`config.mk`:
```
export PLATFORM = sky130hd
export DESIGN_NAME = acc_ctrl
export DESIGN_NICKNAME = d
export VERILOG_FILES = /design/src/acc_ctrl.v
export VERILOG_INCLUDE_DIRS = /design/src
export SDC_FILE = /design/constraint.sdc
export NUM_CORES = 2
export LEC_CHECK = 0
export BUFFER_PORTS_ARGS = -buffer_cell sky130_fd_sc_hd__buf_2
export CORE_MARGIN = 8
export CORE_UTILIZATION = 33
export DETAILED_ROUTE_END_ITERATION = 12
export PLACE_DENSITY = 0.44
export SLEW_MARGIN = 10
export SYNTH_ARGS = -nofsm -noshare
export SYNTH_HDL_FRONTEND = slang
export SYNTH_SLANG_ARGS = --single-unit
```
`constraint.sdc`:
```
create_clock -name MCLK -period 24.7 [get_ports MCLK]
set_clock_uncertainty 0.05 [all_clocks]
set_input_delay 6.175 -clock MCLK [delete_from_list [all_inputs] [get_ports MCLK]]
set_output_delay 6.175 -clock MCLK [all_outputs]
set_load 0.1 [all_outputs]
```
`src/acc_consts.vh`:
```
// register offsets, field positions, reset values and counts for the converter control
// assumes byte addressing on a 32-bit apb bus, one aligned word per register
`ifndef ACC_CONSTS_VH
`define ACC_CONSTS_VH
`define ACC_OFF_MODE 12'h000
`define ACC_OFF_GCTRL 12'h004
`define ACC_OFF_STAT 12'h008
`define ACC_OFF_CLK1 12'h00c
`define ACC_OFF_CLK2 12'h010
`define ACC_OFF_FTCFG 12'h014
`define ACC_OFF_FTLIM 12'h018
`define ACC_OFF_GENEN 12'h01c
`define ACC_OFF_SRCSEL 12'h020
`define ACC_OFF_ASCTRL 12'h024
`define ACC_OFF_ASNUM 12'h028
`define ACC_OFF_DSCTRL 12'h02c
`define ACC_OFF_DSNUM 12'h030
`define ACC_BASE_DDATA 12'h040
`define ACC_BASE_ADATA 12'h080
`define ACC_BASE_CORR 12'h100
`define ACC_NUM_DDATA 8
`define ACC_NUM_ADATA 16
`define ACC_NUM_CORR 24
`define ACC_CORR_DAC0 24'd16
// mode register fields
`define ACC_MODE_ASEQ 0
`define ACC_MODE_DSEQ 4
`define ACC_MODE_DCTL 8
`define ACC_MODE_DBIP 12
`define ACC_MODE_ACOR 16
`define ACC_MODE_DCOR 20
// global control fields
`define ACC_GC_AREQ 0
`define ACC_GC_DREQ 4
// sequencer control fields, then the frame trigger clock select
`define ACC_SC_START 0
`define ACC_SC_FRAME 1
`define ACC_SC_CSEL 2
`define ACC_SC_STOP 3
`define ACC_FT_CSEL 16
// reset values
`define ACC_RST_DIV 16'h0000
`define ACC_RST_PER 16'h0001
`define ACC_RST_LIM 16'h0000
`define ACC_RST_NUM 16'h0000
// correction scale: gain over 2^18, offset over 2^2
`define ACC_GAIN_SHIFT 18
`define ACC_OFF_SHIFT 2
`define ACC_POS_FS 16'h7fff
`define ACC_NEG_FS 16'h8000
`define ACC_UNI_TOP 16'hffff
`define ACC_UNI_ZERO 16'h0000
`endif

```
`src/acc_ctrl.v`:
```
// adc and dac conversion control: coding, correction, modes, sequencer triggering
// assumes apb master on MCLK, converter handshake pins synchronous to MCLK
//
// Contract
// - adc results are 16-bit two's complement
// - unipolar dac words are straight binary
// - bipolar dac words are two's complement
// - corrected = data*(1-gain/262144) - offset/4
// - signed 16-bit corrections, zero means unchanged
// - mode selects manual or sequencer per converter
// - manual converts only on software command
// - immediate dac write updates, busy until done
// - controlled dac updates on global request bit
// - one request write updates all requesting dacs
// - sequencer converters convert at same instants
// - sequencer event hits every assigned converter
// - sequencers push adc data, pull dac data
// - per-sequencer normal or frame mode
// - normal mode runs count conversions, zero endless
// - start bit held until clock accepts it
// - normal: first fall after first rise
// - frame trigger starts burst of own count
// - trigger generator period and total limit
// - clocks run only when enabled, or external
// - frame: first fall after trigger converts
//
// Added by the designer: the APB slave port and the register addresses.
`timescale 1ns/100ps
`include "acc_consts.vh"
module acc_ctrl (
    // clock and reset
    input wire MCLK,
    input wire RST_N,
    // apb slave
    input wire PSEL,
    input wire PENABLE,
    input wire PWRITE,
    input wire [11:0] PADDR,
    input wire [31:0] PWDATA,
    output reg [31:0] PRDATA,
    output reg PREADY,
    output reg PSLVERR,
    // adc converters
    output reg [1:0] ADC_CONVST,
    input wire ADC_RES_VALID,
    input wire [3:0] ADC_RES_CH,
    input wire [15:0] ADC_RES_DATA,
    // dac converters
    output reg DAC_WR,
    output reg [2:0] DAC_ADDR,
    output reg [15:0] DAC_DATA,
    output reg [1:0] DAC_LOAD,
    input wire [1:0] DAC_DONE,
    // sequencer data path
    output reg SEQ_ADC_VALID,
    output reg [15:0] SEQ_ADC_DATA,
    output reg SEQ_DAC_PULL,
    // external conversion signals
    input wire [1:0] EXT_CCLK,
    input wire EXT_FTRIG
);
    localparam [1:0] ST_IDLE = 2'd0;
    localparam [1:0] ST_ARM = 2'd1;
    localparam [1:0] ST_RUN = 2'd2;
    localparam [1:0] ST_FWAIT = 2'd3;

    reg [23:0] mode_reg;
    reg [15:0] div_reg [0:1];
    reg [15:0] seq_num_reg [0:1];
    reg [15:0] dac_data_reg [0:7];
    reg [15:0] adc_data_reg [0:15];
    reg [31:0] corr_reg [0:23];
    reg [15:0] ft_per_reg, ft_lim_reg, ft_cnt_reg, ft_done_reg;
    reg ft_csel_reg, gen_en_reg, src_ext_reg, ft_prev_reg, rd_err;
    reg [1:0] seq_frame_reg, seq_csel_reg, busy_reg, load_reg, cc_prev_reg, load_set;
    reg [7:0] pend_reg, pend_set, pend_next;
    reg [31:0] rd_data;
    reg [2:0] pick;
    integer i, j, m;

    wire apb_fire = PSEL & PENABLE & PREADY;
    wire apb_wr = apb_fire & PWRITE;
    wire [1:0] adc_seq = mode_reg[`ACC_MODE_ASEQ+1:`ACC_MODE_ASEQ];
    wire [1:0] dac_seq = mode_reg[`ACC_MODE_DSEQ+1:`ACC_MODE_DSEQ];
    wire [1:0] dac_ctl = mode_reg[`ACC_MODE_DCTL+1:`ACC_MODE_DCTL];
    wire [1:0] dac_bip = mode_reg[`ACC_MODE_DBIP+1:`ACC_MODE_DBIP];
    wire [1:0] adc_cor = mode_reg[`ACC_MODE_ACOR+1:`ACC_MODE_ACOR];
    wire [1:0] dac_cor = mode_reg[`ACC_MODE_DCOR+1:`ACC_MODE_DCOR];
    wire gc_wr = apb_wr && (PADDR == `ACC_OFF_GCTRL);
    wire [1:0] adc_req = gc_wr ? PWDATA[`ACC_GC_AREQ+1:`ACC_GC_AREQ] : 2'b00;
    wire [1:0] dac_req = gc_wr ? PWDATA[`ACC_GC_DREQ+1:`ACC_GC_DREQ] : 2'b00;
    wire dd_wr = apb_wr && (PADDR[11:5] == `ACC_BASE_DDATA >> 5);
    wire [2:0] dd_idx = PADDR[4:2];
    wire [1:0] lvl;
    wire [1:0] cc = src_ext_reg ? EXT_CCLK : lvl;
    wire [1:0] c_rise = cc & ~cc_prev_reg;
    wire [1:0] c_fall = ~cc & cc_prev_reg;
    wire [1:0] seq_ev;
    wire [1:0] seq_start;
    wire [1:0] seq_stop;
    wire ft_int;
    wire ftrig = src_ext_reg ? (EXT_FTRIG & ~ft_prev_reg) : ft_int;

    // gain then offset correction with clamping
    function [15:0] corr_fn;
        input [15:0] d;
        input [31:0] c;
        input bip;
        reg signed [17:0] dx;
        reg signed [17:0] gx;
        reg signed [35:0] p;
        reg signed [19:0] r;
        begin
            dx = bip ? {{2{d[15]}}, d} : {2'b00, d};
            gx = {{2{c[31]}}, c[31:16]};
            p = dx * gx;
            r = {{2{dx[17]}}, dx} - {{2{p[35]}}, p[35:`ACC_GAIN_SHIFT]}
                - {{6{c[15]}}, c[15:`ACC_OFF_SHIFT]};
            corr_fn = r[15:0];
            if (bip && r > 20'sd32767)
                corr_fn = `ACC_POS_FS;
            else if (bip && r < -20'sd32768)
                corr_fn = `ACC_NEG_FS;
            else if (!bip && r < 20'sd0)
                corr_fn = `ACC_UNI_ZERO;
            else if (!bip && r > 20'sd65535)
                corr_fn = `ACC_UNI_TOP;
        end
    endfunction

    // conversion clock dividers
    genvar k;
    generate
        for (k = 0; k < 2; k = k + 1) begin : g_clk
            reg [15:0] cnt_reg;
            reg lvl_reg;
            assign lvl[k] = lvl_reg;
            always @(posedge MCLK) begin
                if (!RST_N || !gen_en_reg) begin
                    cnt_reg <= 16'h0000;
                    lvl_reg <= 1'b0;
                end else if (cnt_reg == div_reg[k]) begin
                    cnt_reg <= 16'h0000;
                    lvl_reg <= ~lvl_reg;
                end else begin
                    cnt_reg <= cnt_reg + 16'h0001;
                end
            end
        end
    endgenerate

    // frame trigger generator
    wire ft_tick = c_rise[ft_csel_reg] & gen_en_reg & ~src_ext_reg;
    wire ft_room = (ft_lim_reg == 16'h0000) || (ft_done_reg < ft_lim_reg);
    wire ft_hit = (ft_cnt_reg + 16'h0001 >= ft_per_reg);
    assign ft_int = ft_tick & ft_room & ft_hit;
    always @(posedge MCLK) begin
        if (!RST_N) begin
            cc_prev_reg <= 2'b00;
            ft_prev_reg <= 1'b0;
            ft_cnt_reg <= 16'h0000;
            ft_done_reg <= 16'h0000;
        end else begin
            cc_prev_reg <= cc;
            ft_prev_reg <= EXT_FTRIG;
            if (!gen_en_reg) begin
                ft_cnt_reg <= 16'h0000;
                ft_done_reg <= 16'h0000;
            end else if (ft_tick && ft_room) begin
                ft_cnt_reg <= ft_hit ? 16'h0000 : ft_cnt_reg + 16'h0001;
                if (ft_hit)
                    ft_done_reg <= ft_done_reg + 16'h0001;
            end
        end
    end

    // sequencers: 0 adc, 1 dac
    genvar s;
    generate
        for (s = 0; s < 2; s = s + 1) begin : g_seq
            reg [1:0] st_reg;
            reg start_reg;
            reg [15:0] n_reg;
            wire f = c_fall[seq_csel_reg[s]];
            wire r = c_rise[seq_csel_reg[s]];
            wire last = (seq_num_reg[s] != 16'h0000) &&
                (n_reg + 16'h0001 == seq_num_reg[s]);
            assign seq_ev[s] = (st_reg == ST_RUN) && f;
            always @(posedge MCLK) begin
                if (!RST_N || seq_stop[s]) begin
                    st_reg <= ST_IDLE;
                    start_reg <= 1'b0;
                    n_reg <= 16'h0000;
                end else begin
                    if (seq_start[s])
                        start_reg <= 1'b1;
                    case (st_reg)
                        ST_IDLE: begin
                            if (start_reg) begin
                                start_reg <= seq_start[s];
                                n_reg <= 16'h0000;
                                st_reg <= seq_frame_reg[s] ? ST_FWAIT : ST_ARM;
                            end
                        end
                        ST_ARM: if (r) st_reg <= ST_RUN;
                        ST_RUN: begin
                            if (f) begin
                                n_reg <= last ? 16'h0000 : n_reg + 16'h0001;
                                if (last)
                                    st_reg <= seq_frame_reg[s] ? ST_FWAIT : ST_IDLE;
                            end
                        end
                        default: begin
                            if (ftrig) begin
                                n_reg <= 16'h0000;
                                st_reg <= ST_RUN;
                            end
                        end
                    endcase
                end
            end
        end
    endgenerate

    wire sc0_wr = apb_wr && (PADDR == `ACC_OFF_ASCTRL);
    wire sc1_wr = apb_wr && (PADDR == `ACC_OFF_DSCTRL);
    assign seq_start = {sc1_wr & PWDATA[`ACC_SC_START], sc0_wr & PWDATA[`ACC_SC_START]};
    assign seq_stop = {sc1_wr & PWDATA[`ACC_SC_STOP], sc0_wr & PWDATA[`ACC_SC_STOP]};

    // apb register writes
    always @(posedge MCLK) begin
        if (!RST_N) begin
            mode_reg <= 24'h000000;
            div_reg[0] <= `ACC_RST_DIV;
            div_reg[1] <= `ACC_RST_DIV;
            ft_per_reg <= `ACC_RST_PER;
            ft_csel_reg <= 1'b0;
            ft_lim_reg <= `ACC_RST_LIM;
            gen_en_reg <= 1'b0;
            src_ext_reg <= 1'b0;
            seq_frame_reg <= 2'b00;
            seq_csel_reg <= 2'b00;
            seq_num_reg[0] <= `ACC_RST_NUM;
            seq_num_reg[1] <= `ACC_RST_NUM;
            for (i = 0; i < `ACC_NUM_DDATA; i = i + 1)
                dac_data_reg[i] <= 16'h0000;
            for (i = 0; i < `ACC_NUM_CORR; i = i + 1)
                corr_reg[i] <= 32'h00000000;
        end else if (apb_wr) begin
            if (PADDR == `ACC_OFF_MODE) mode_reg <= PWDATA[23:0];
            else if (PADDR == `ACC_OFF_CLK1) div_reg[0] <= PWDATA[15:0];
            else if (PADDR == `ACC_OFF_CLK2) div_reg[1] <= PWDATA[15:0];
            else if (PADDR == `ACC_OFF_FTCFG) begin
                ft_per_reg <= PWDATA[15:0];
                ft_csel_reg <= PWDATA[`ACC_FT_CSEL];
            end else if (PADDR == `ACC_OFF_FTLIM) ft_lim_reg <= PWDATA[15:0];
            else if (PADDR == `ACC_OFF_GENEN) gen_en_reg <= PWDATA[0];
            else if (PADDR == `ACC_OFF_SRCSEL) src_ext_reg <= PWDATA[0];
            else if (sc0_wr) begin
                seq_frame_reg[0] <= PWDATA[`ACC_SC_FRAME];
                seq_csel_reg[0] <= PWDATA[`ACC_SC_CSEL];
            end else if (sc1_wr) begin
                seq_frame_reg[1] <= PWDATA[`ACC_SC_FRAME];
                seq_csel_reg[1] <= PWDATA[`ACC_SC_CSEL];
            end else if (PADDR == `ACC_OFF_ASNUM) seq_num_reg[0] <= PWDATA[15:0];
            else if (PADDR == `ACC_OFF_DSNUM) seq_num_reg[1] <= PWDATA[15:0];
            else if (dd_wr) dac_data_reg[dd_idx] <= PWDATA[15:0];
            else if (PADDR >= `ACC_BASE_CORR && PADDR < `ACC_BASE_CORR + 12'h060)
                corr_reg[PADDR[6:2] + {PADDR[7], 3'b000}] <= PWDATA;
        end
    end

    // read decode
    always @* begin
        rd_data = 32'h00000000;
        rd_err = 1'b0;
        if (PADDR[1:0] != 2'b00) rd_err = 1'b1;
        else if (PADDR == `ACC_OFF_MODE) rd_data = {8'h00, mode_reg};
        else if (PADDR == `ACC_OFF_GCTRL) rd_data = 32'h00000000;
        else if (PADDR == `ACC_OFF_STAT)
            rd_data = {16'h0000, 4'h0, g_seq[1].st_reg, g_seq[0].st_reg,
                6'h00, busy_reg};
        else if (PADDR == `ACC_OFF_CLK1) rd_data = {16'h0000, div_reg[0]};
        else if (PADDR == `ACC_OFF_CLK2) rd_data = {16'h0000, div_reg[1]};
        else if (PADDR == `ACC_OFF_FTCFG) rd_data = {15'h0000, ft_csel_reg, ft_per_reg};
        else if (PADDR == `ACC_OFF_FTLIM) rd_data = {16'h0000, ft_lim_reg};
        else if (PADDR == `ACC_OFF_GENEN) rd_data = {31'h00000000, gen_en_reg};
        else if (PADDR == `ACC_OFF_SRCSEL) rd_data = {31'h00000000, src_ext_reg};
        else if (PADDR == `ACC_OFF_ASCTRL)
            rd_data = {28'h0000000, 1'b0, seq_csel_reg[0], seq_frame_reg[0], 1'b0};
        else if (PADDR == `ACC_OFF_DSCTRL)
            rd_data = {28'h0000000, 1'b0, seq_csel_reg[1], seq_frame_reg[1], 1'b0};
        else if (PADDR == `ACC_OFF_ASNUM) rd_data = {16'h0000, seq_num_reg[0]};
        else if (PADDR == `ACC_OFF_DSNUM) rd_data = {16'h0000, seq_num_reg[1]};
        else if (PADDR[11:5] == `ACC_BASE_DDATA >> 5) rd_data = {16'h0000, dac_data_reg[dd_idx]};
        else if (PADDR[11:6] == `ACC_BASE_ADATA >> 6)
            rd_data = {16'h0000, adc_data_reg[PADDR[5:2]]};
        else if (PADDR >= `ACC_BASE_CORR && PADDR < `ACC_BASE_CORR + 12'h060)
            rd_data = corr_reg[PADDR[6:2] + {PADDR[7], 3'b000}];
        else rd_err = 1'b1;
    end

    // apb answer one cycle into the access phase
    always @(posedge MCLK) begin
        if (!RST_N) begin
            PREADY <= 1'b0;
            PRDATA <= 32'h00000000;
            PSLVERR <= 1'b0;
        end else begin
            PREADY <= PSEL & PENABLE & ~PREADY;
            PSLVERR <= PSEL & PENABLE & ~PREADY & rd_err;
            if (PSEL && PENABLE && !PREADY)
                PRDATA <= (PWRITE || rd_err) ? 32'h00000000 : rd_data;
        end
    end

    // adc conversion start and result capture
    wire [4:0] a_ci = {1'b0, ADC_RES_CH};
    wire [15:0] a_cor = adc_cor[ADC_RES_CH[3]] ?
        corr_fn(ADC_RES_DATA, corr_reg[a_ci], 1'b1) : ADC_RES_DATA;
    always @(posedge MCLK) begin
        if (!RST_N) begin
            ADC_CONVST <= 2'b00;
            SEQ_ADC_VALID <= 1'b0;
            SEQ_ADC_DATA <= 16'h0000;
            for (j = 0; j < `ACC_NUM_ADATA; j = j + 1)
                adc_data_reg[j] <= 16'h0000;
        end else begin
            ADC_CONVST <= (adc_req & ~adc_seq) | (seq_ev[0] ? adc_seq : 2'b00);
            SEQ_ADC_VALID <= ADC_RES_VALID & adc_seq[ADC_RES_CH[3]];
            if (ADC_RES_VALID) begin
                adc_data_reg[ADC_RES_CH] <= a_cor;
                SEQ_ADC_DATA <= a_cor;
            end
        end
    end

    // dac transfer requests
    always @* begin
        pend_set = 8'h00;
        load_set = 2'b00;
        pick = 3'd0;
        for (m = 0; m < 2; m = m + 1) begin
            if ((dac_req[m] && dac_ctl[m] && !dac_seq[m]) || (seq_ev[1] && dac_seq[m])) begin
                pend_set[m*4 +: 4] = 4'hf;
                load_set[m] = 1'b1;
            end
        end
        if (dd_wr && !dac_ctl[dd_idx[2]] && !dac_seq[dd_idx[2]]) begin
            pend_set[dd_idx] = 1'b1;
            load_set[dd_idx[2]] = 1'b1;
        end
        for (m = 7; m >= 0; m = m - 1)
            if (pend_reg[m])
                pick = m[2:0];
        pend_next = pend_reg;
        if (pend_reg != 8'h00)
            pend_next[pick] = 1'b0;
        pend_next = pend_next | pend_set;
    end

    // dac transfer engine: channel words first, then common load
    wire [4:0] d_ci = {2'b00, pick} + 5'd16;
    wire [15:0] d_raw = dac_data_reg[pick];
    always @(posedge MCLK) begin
        if (!RST_N) begin
            pend_reg <= 8'h00;
            load_reg <= 2'b00;
            busy_reg <= 2'b00;
            DAC_WR <= 1'b0;
            DAC_ADDR <= 3'd0;
            DAC_DATA <= 16'h0000;
            DAC_LOAD <= 2'b00;
            SEQ_DAC_PULL <= 1'b0;
        end else begin
            pend_reg <= pend_next;
            SEQ_DAC_PULL <= seq_ev[1];
            DAC_WR <= (pend_reg != 8'h00);
            DAC_LOAD <= 2'b00;
            // load set wins over the done clear
            busy_reg <= (busy_reg & ~DAC_DONE) | load_set;
            if (pend_reg != 8'h00) begin
                DAC_ADDR <= pick;
                DAC_DATA <= dac_cor[pick[2]] ?
                    corr_fn(d_raw, corr_reg[d_ci], dac_bip[pick[2]]) : d_raw;
                load_reg <= load_reg | load_set;
            end else begin
                DAC_LOAD <= load_reg;
                load_reg <= load_set;
            end
        end
    end
endmodule

```
# Yosys cells after proc, flatten, opt, wreduce, memory -nomap -nowiden
# Memories as Yosys holds them, arrays and structs flattened.
# Index checks and enable logic that the tools add are counted.
[totals]
reg_bits = 258
mem_bits_rw = 1216
inputBits = 75
out_inout_bits = 76
elab_cells = 442
mem_count = 5
[mem_list]
columns = ["memory", "words", "word_bits", "rd", "rd_ports_with_merged_regs", "wr", "line_no", "text"]
rows = [
  ["corr_reg", 24, 32, 3, 0, 24, "acc_ctrl.v:72", "reg [31:0] corr_reg [0:23];"],
  ["adc_data_reg", 16, 16, 1, 0, 16, "acc_ctrl.v:71", "reg [15:0] adc_data_reg [0:15];"],
  ["dac_data_reg", 8, 16, 2, 0, 8, "acc_ctrl.v:70", "reg [15:0] dac_data_reg [0:7];"],
  ["div_reg", 2, 16, 2, 0, 2, "acc_ctrl.v:68", "reg [15:0] div_reg [0:1];"],
  ["seq_num_reg", 2, 16, 2, 0, 2, "acc_ctrl.v:69", "reg [15:0] seq_num_reg [0:1];"],
]
[op_classes]
addsub = 12
n_mul = 2
order_cmp = 21
n_eq_ne = 30
n_mux = 210
n_bitwise = 51
reduce_logical = 73
[ops]
columns = ["op", "n"]
rows = [
  ["$mux W32", 19],
  ["$mux W16", 22],
  ["$mux W1", 127],
  ["$add A16 B1 Y16 const B", 6],
  ["$pmux W16 S3", 2],
  ["$eq A16 B16 Y1", 4],
  ["$eq A12 B6 Y1 const B", 5],
  ["$eq A12 B5 Y1 const B", 4],
  ["$mux W2", 19],
  ["$mul A18 B16 Y34", 1],
  ["$mul A16 B16 Y32", 1],
  ["$reduce_bool A16 Y1", 2],
  ["$reduce_or A16 Y1", 2],
  ["$reduce_or A32 Y1", 1],
  ["$logic_and A1 B1 Y1", 27],
  ["$mux W3", 9],
  ["$eq A12 B4 Y1 const B", 2],
  ["$gt A20 B16 Y1 const B", 1],
  ["$gt A20 B17 Y1 const B", 1],
  ["$lt A20 B1 Y1 const B", 1],
  ["$lt A20 B16 Y1 const B", 1],
  ["$sub A19 B14 Y20", 1],
  ["$sub A18 B16 Y19", 1],
  ["$gt A18 B16 Y1 const B", 1],
  ["53 further kinds", 139],
]

# Logic depth before layout (Yosys ltp)
[logic_depth]
ltp_word = 21
depth_mapped = 49
mapped_depth_nobuf = 44

# Worst setup path after synthesis
# Ideal clock, no wire load.
[synth_timing]
path_kind = "input-to-reg"
startpoint = "in ADC_RES_CH[0]"
endpoint = "mem adc_data_reg[0][4], data pin"
setup_ns = 0.265
arrival_ns = 16.867
required_ns = 24.385
slack_ns = 7.518
stages = 41
path_buffers = 7
path_cell_list = "buf_2 -> buf_6 -> buf_2 -> buf_1 -> mux4_2 -> mux4_2 -> clkbuf_1 -> nand2_1 -> fa_1 -> inv_1 -> fa_1 -> fa_1 -> fa_1 -> inv_1 -> fa_1 -> inv_1 -> fa_1 -> ha_1 -> (+5 left out) -> a31oi_1 -> nor2_1 -> fa_1 -> ha_1 -> or2_2 -> fa_1 -> a21o_1 -> a21oi_1 -> o21bai_1 -> a21o_1 -> o31ai_1 -> a31oi_1 -> a2111oi_4 -> buf_2 -> nor3_1 -> a211oi_2 -> clkbuf_1 -> nor2_1"
[synth_rtl]
columns = ["item", "line_no", "text"]
rows = [
  ["from (decl)", "acc_ctrl.v:46", "input wire [3:0] ADC_RES_CH,"],
  ["to (decl)", "acc_ctrl.v:71", ""],
]

==> out/qor.yml <==
grt_pass1_wl_um: 548000
setup_tns_ps: 0
period_minus_slack_ps: 18170
power_density_nw_per_um2: 130
cts_resized: 0
utilization_pct: 37.0
setup_viol: 0
crit_arrival_ps: 18710
max-slew-margin-rel_pct: 12.9
wl_per_cell_um: 29.6
cts_buffer_depth: 4
avgViaCountPerCell: 5.44
grt_pass1_vias: 72300
first_pass_iters: 6
final_area_um2: 118000
syn_area_um2: 106000
die_height_um: 582
antenna_found_initial: 37
slowest_delay_ps: 970
min_path_type: "reg2reg"
critical_path_class: "in2reg"
holdCritStartpoint: "load_reg[1]"
fin_ws_ps: 6530
fin_crit_sh_pct: 73.6
endpoint_kind: "flop"
preCtsSetupSlack_ps: 5650
vias: 70700
fin_nets: 9524
synth_edf_count: 1472
maxCapViolations: 0
synth-seq-area-share_pct: 46.8
gp_congestion: 0.870
holdBufCountCts: 0
ios: 151
fp-row-count: 207
dp_hpwl_um: 252000
yosys.cell_types.count: 101
r2r_slack_ps: 10750
htreeDepth: 4
cp_slowest_cell: "a211oi_2"
critPathMostFrequentCell: "fa_1"
overflow: 0
largest_reg_flops: 1024
ant_nets: 0
cp-startpoint: "ADC_RES_CH[1]"
synthCells: 8666
start_util_pct: 33.2
place_inst: 12600
drive_gt1_share_pct: 15.4
cts_root_buf: "clkbuf_16"
path_clk_slew_ps: 60
synth_seq_cells: 1730
slew_violations: 0
r2r_end: "DAC_DATA[9]"
p_leak_nw: 44.0
post_cts_buffers: 0
synthArstFlopShare_pct: 0
crit_path_start_kind: "primary input"
fin_hold_ws_ps: 402
synthToLayoutAreaGrowth_pct: 11.6
peakVddDrop_mv: 0.676
max_freq_mhz: 55.0
crit_required_ps: 25240
port_buffers: 150
grt_usage_pct: 22.2
tightest_slew_ps: 1300
critPathMaxFanout: 68
dieArea_um2: 338000
core-area_um2: 318000
cts.sinks: 1730
syn_nets: 9551
syn_avg_cell_area_um2: 12.2
cts_tree: "done"
ys.flop_type: "edfxtp_1"
finalHoldViolCount: 0
rsz0062_at_grt: "no"
stdcell_count: 13000
drt_iter0_drc: 7072
cts_buffers: 201
r2r_cells: 40
rr_startpoint: "pend_reg[5]"
p_total_mw: 15.3
drt-total-wl_um: 385000
drc: 0
worstSkewPairLatency_ps: 920
die_w_um: 582
status: "complete, no violations"
placed_area_um2: 111000
fillCellCount: 30600
grt_max_degree: 108
crit_end: "adc_data_reg[0][0]"
yosys_warnings: 0
-- synth_stat cells, types with 15 or more instances --
cell type  number  area share, %
mux2i_1        93           0.88
o21a_1         15           0.11
inv_1         712            2.5
nand4_1        44           0.26
buf_1          48           0.17
o21bai_1       15           0.11
nand3b_1       18           0.13
nor2_1        700            2.5
a21oi_1       275            1.3
clkbuf_1      445            1.6
a32oi_1        32           0.27
nand2b_1       44           0.26
xnor2_1       146            1.2
mux4_2        560             12
xor2_1         69           0.57
o22ai_1        42           0.25
nand3_1       102           0.48
o21ai_0       154           0.73
nand2_1       814            2.9
a21o_1         44           0.31
o2111ai_1      18           0.15
and2_1       1053            6.2
nor4_1         25           0.15
buf_2          90           0.43
edfxtp_1     1472             42
o211ai_1       37           0.26
a211oi_1       19           0.14
o221ai_1       30           0.25
dfxtp_1       258            4.9
ha_1          236            2.8
nor3_1         73           0.35
fa_1          574             11
and3_1         33           0.20
a22oi_1        39           0.28
nor2b_1        28           0.17
or3_1          26           0.15
a31oi_1        55           0.33
mux2_2         16           0.17
-- worst max-delay path, delay by kind of cell --
family	cells	cell delay (ps)
multiplexers	3	1070
adder cells (fa/ha/maj)	9	4670
AND/OR/NAND/NOR	5	1110
buffers and inverters	7	1900
AO/OA/AOI/OAI	10	3680
-- cell families after synthesis --
| family | count (synthesis) | share of synthesized area (%) |
|---|---|---|
| compound gates | 921 | 5.80 |
| xor+xnor | 215 | 1.78 |
| simple gates | 3010 | 14.2 |
| buf+inv | 1311 | 4.80 |
| fa+ha+maj | 810 | 13.7 |
| flops | 1730 | 46.8 |
| mux | 669 | 13.0 |
-- cells in the final DEF, fill, tap and decap left out, types with 53 or more instances in the layout --
master / n
nand3_1: 102
xor2_1: 68
clkbuf_16: 206
dfxtp_1: 258
buf_4: 210
nor2_1: 667
mux4_2: 560
mux2i_1: 92
clkbuf_1: 61
ha_1: 235
buf_2: 143
nor3_1: 68
and2_1: 1053
xnor2_1: 145
a31oi_1: 53
edfxtp_1: 1472
nand2_1: 811
a21oi_1: 273
fa_1: 574
o21ai_0: 122
inv_1: 710
-- where the power goes --
| group | switching, mW | internal (mW) | leakage, nW | total [mW] |
|---|---|---|---|---|
| combinational | 5.49 | 3.57 | 24.1 | 9.06 |
| clock | 1.27 | 1.66 | 3.07 | 2.93 |
| sequential | 0.0358 | 3.24 | 16.8 | 3.27 |
| total | 6.80 | 8.47 | 44.0 | 15.3 |
-- per-layer routing --
layer,share of wire (%),GRT usage (%),up-vias
met3,6.3,3.24,506
met1,43,30.7,37200
li1,-,-,30500
met5,0.016,0,-
met2,47,36.5,2551
met4,3.1,6.18,10
-- how the worst min path moves through the flow --
stage / depth (start not counted) / end / slack, ps
CTS: 2 / load_reg[1] / 400
detailed placement: 2 / load_reg[1] / 390
finish: 2 / load_reg[1] / 400
global placement: 2 / mode_reg[10] / 390
global route: 2 / ft_per_reg[2] / 420
floorplan: 1 / DAC_LOAD[0] / 380
-- layout make-up --
cell class | count | area (um2) | share of cell area (%)
clock inverters | 86 | 713 | 0.605
repair buffers | 362 | 2430 | 2.06
inverters | 719 | 2700 | 2.30
diodes | 11 | 27.5 | 0.0234
multi-input cells | 5625 | 51700 | 43.9
well taps | 4180 | 5230 | 4.44
flip-flops and latches | 1730 | 49400 | 41.9
clock buffers | 282 | 5590 | 4.75
No activity file was read; power rests on OpenSTA's default activity.
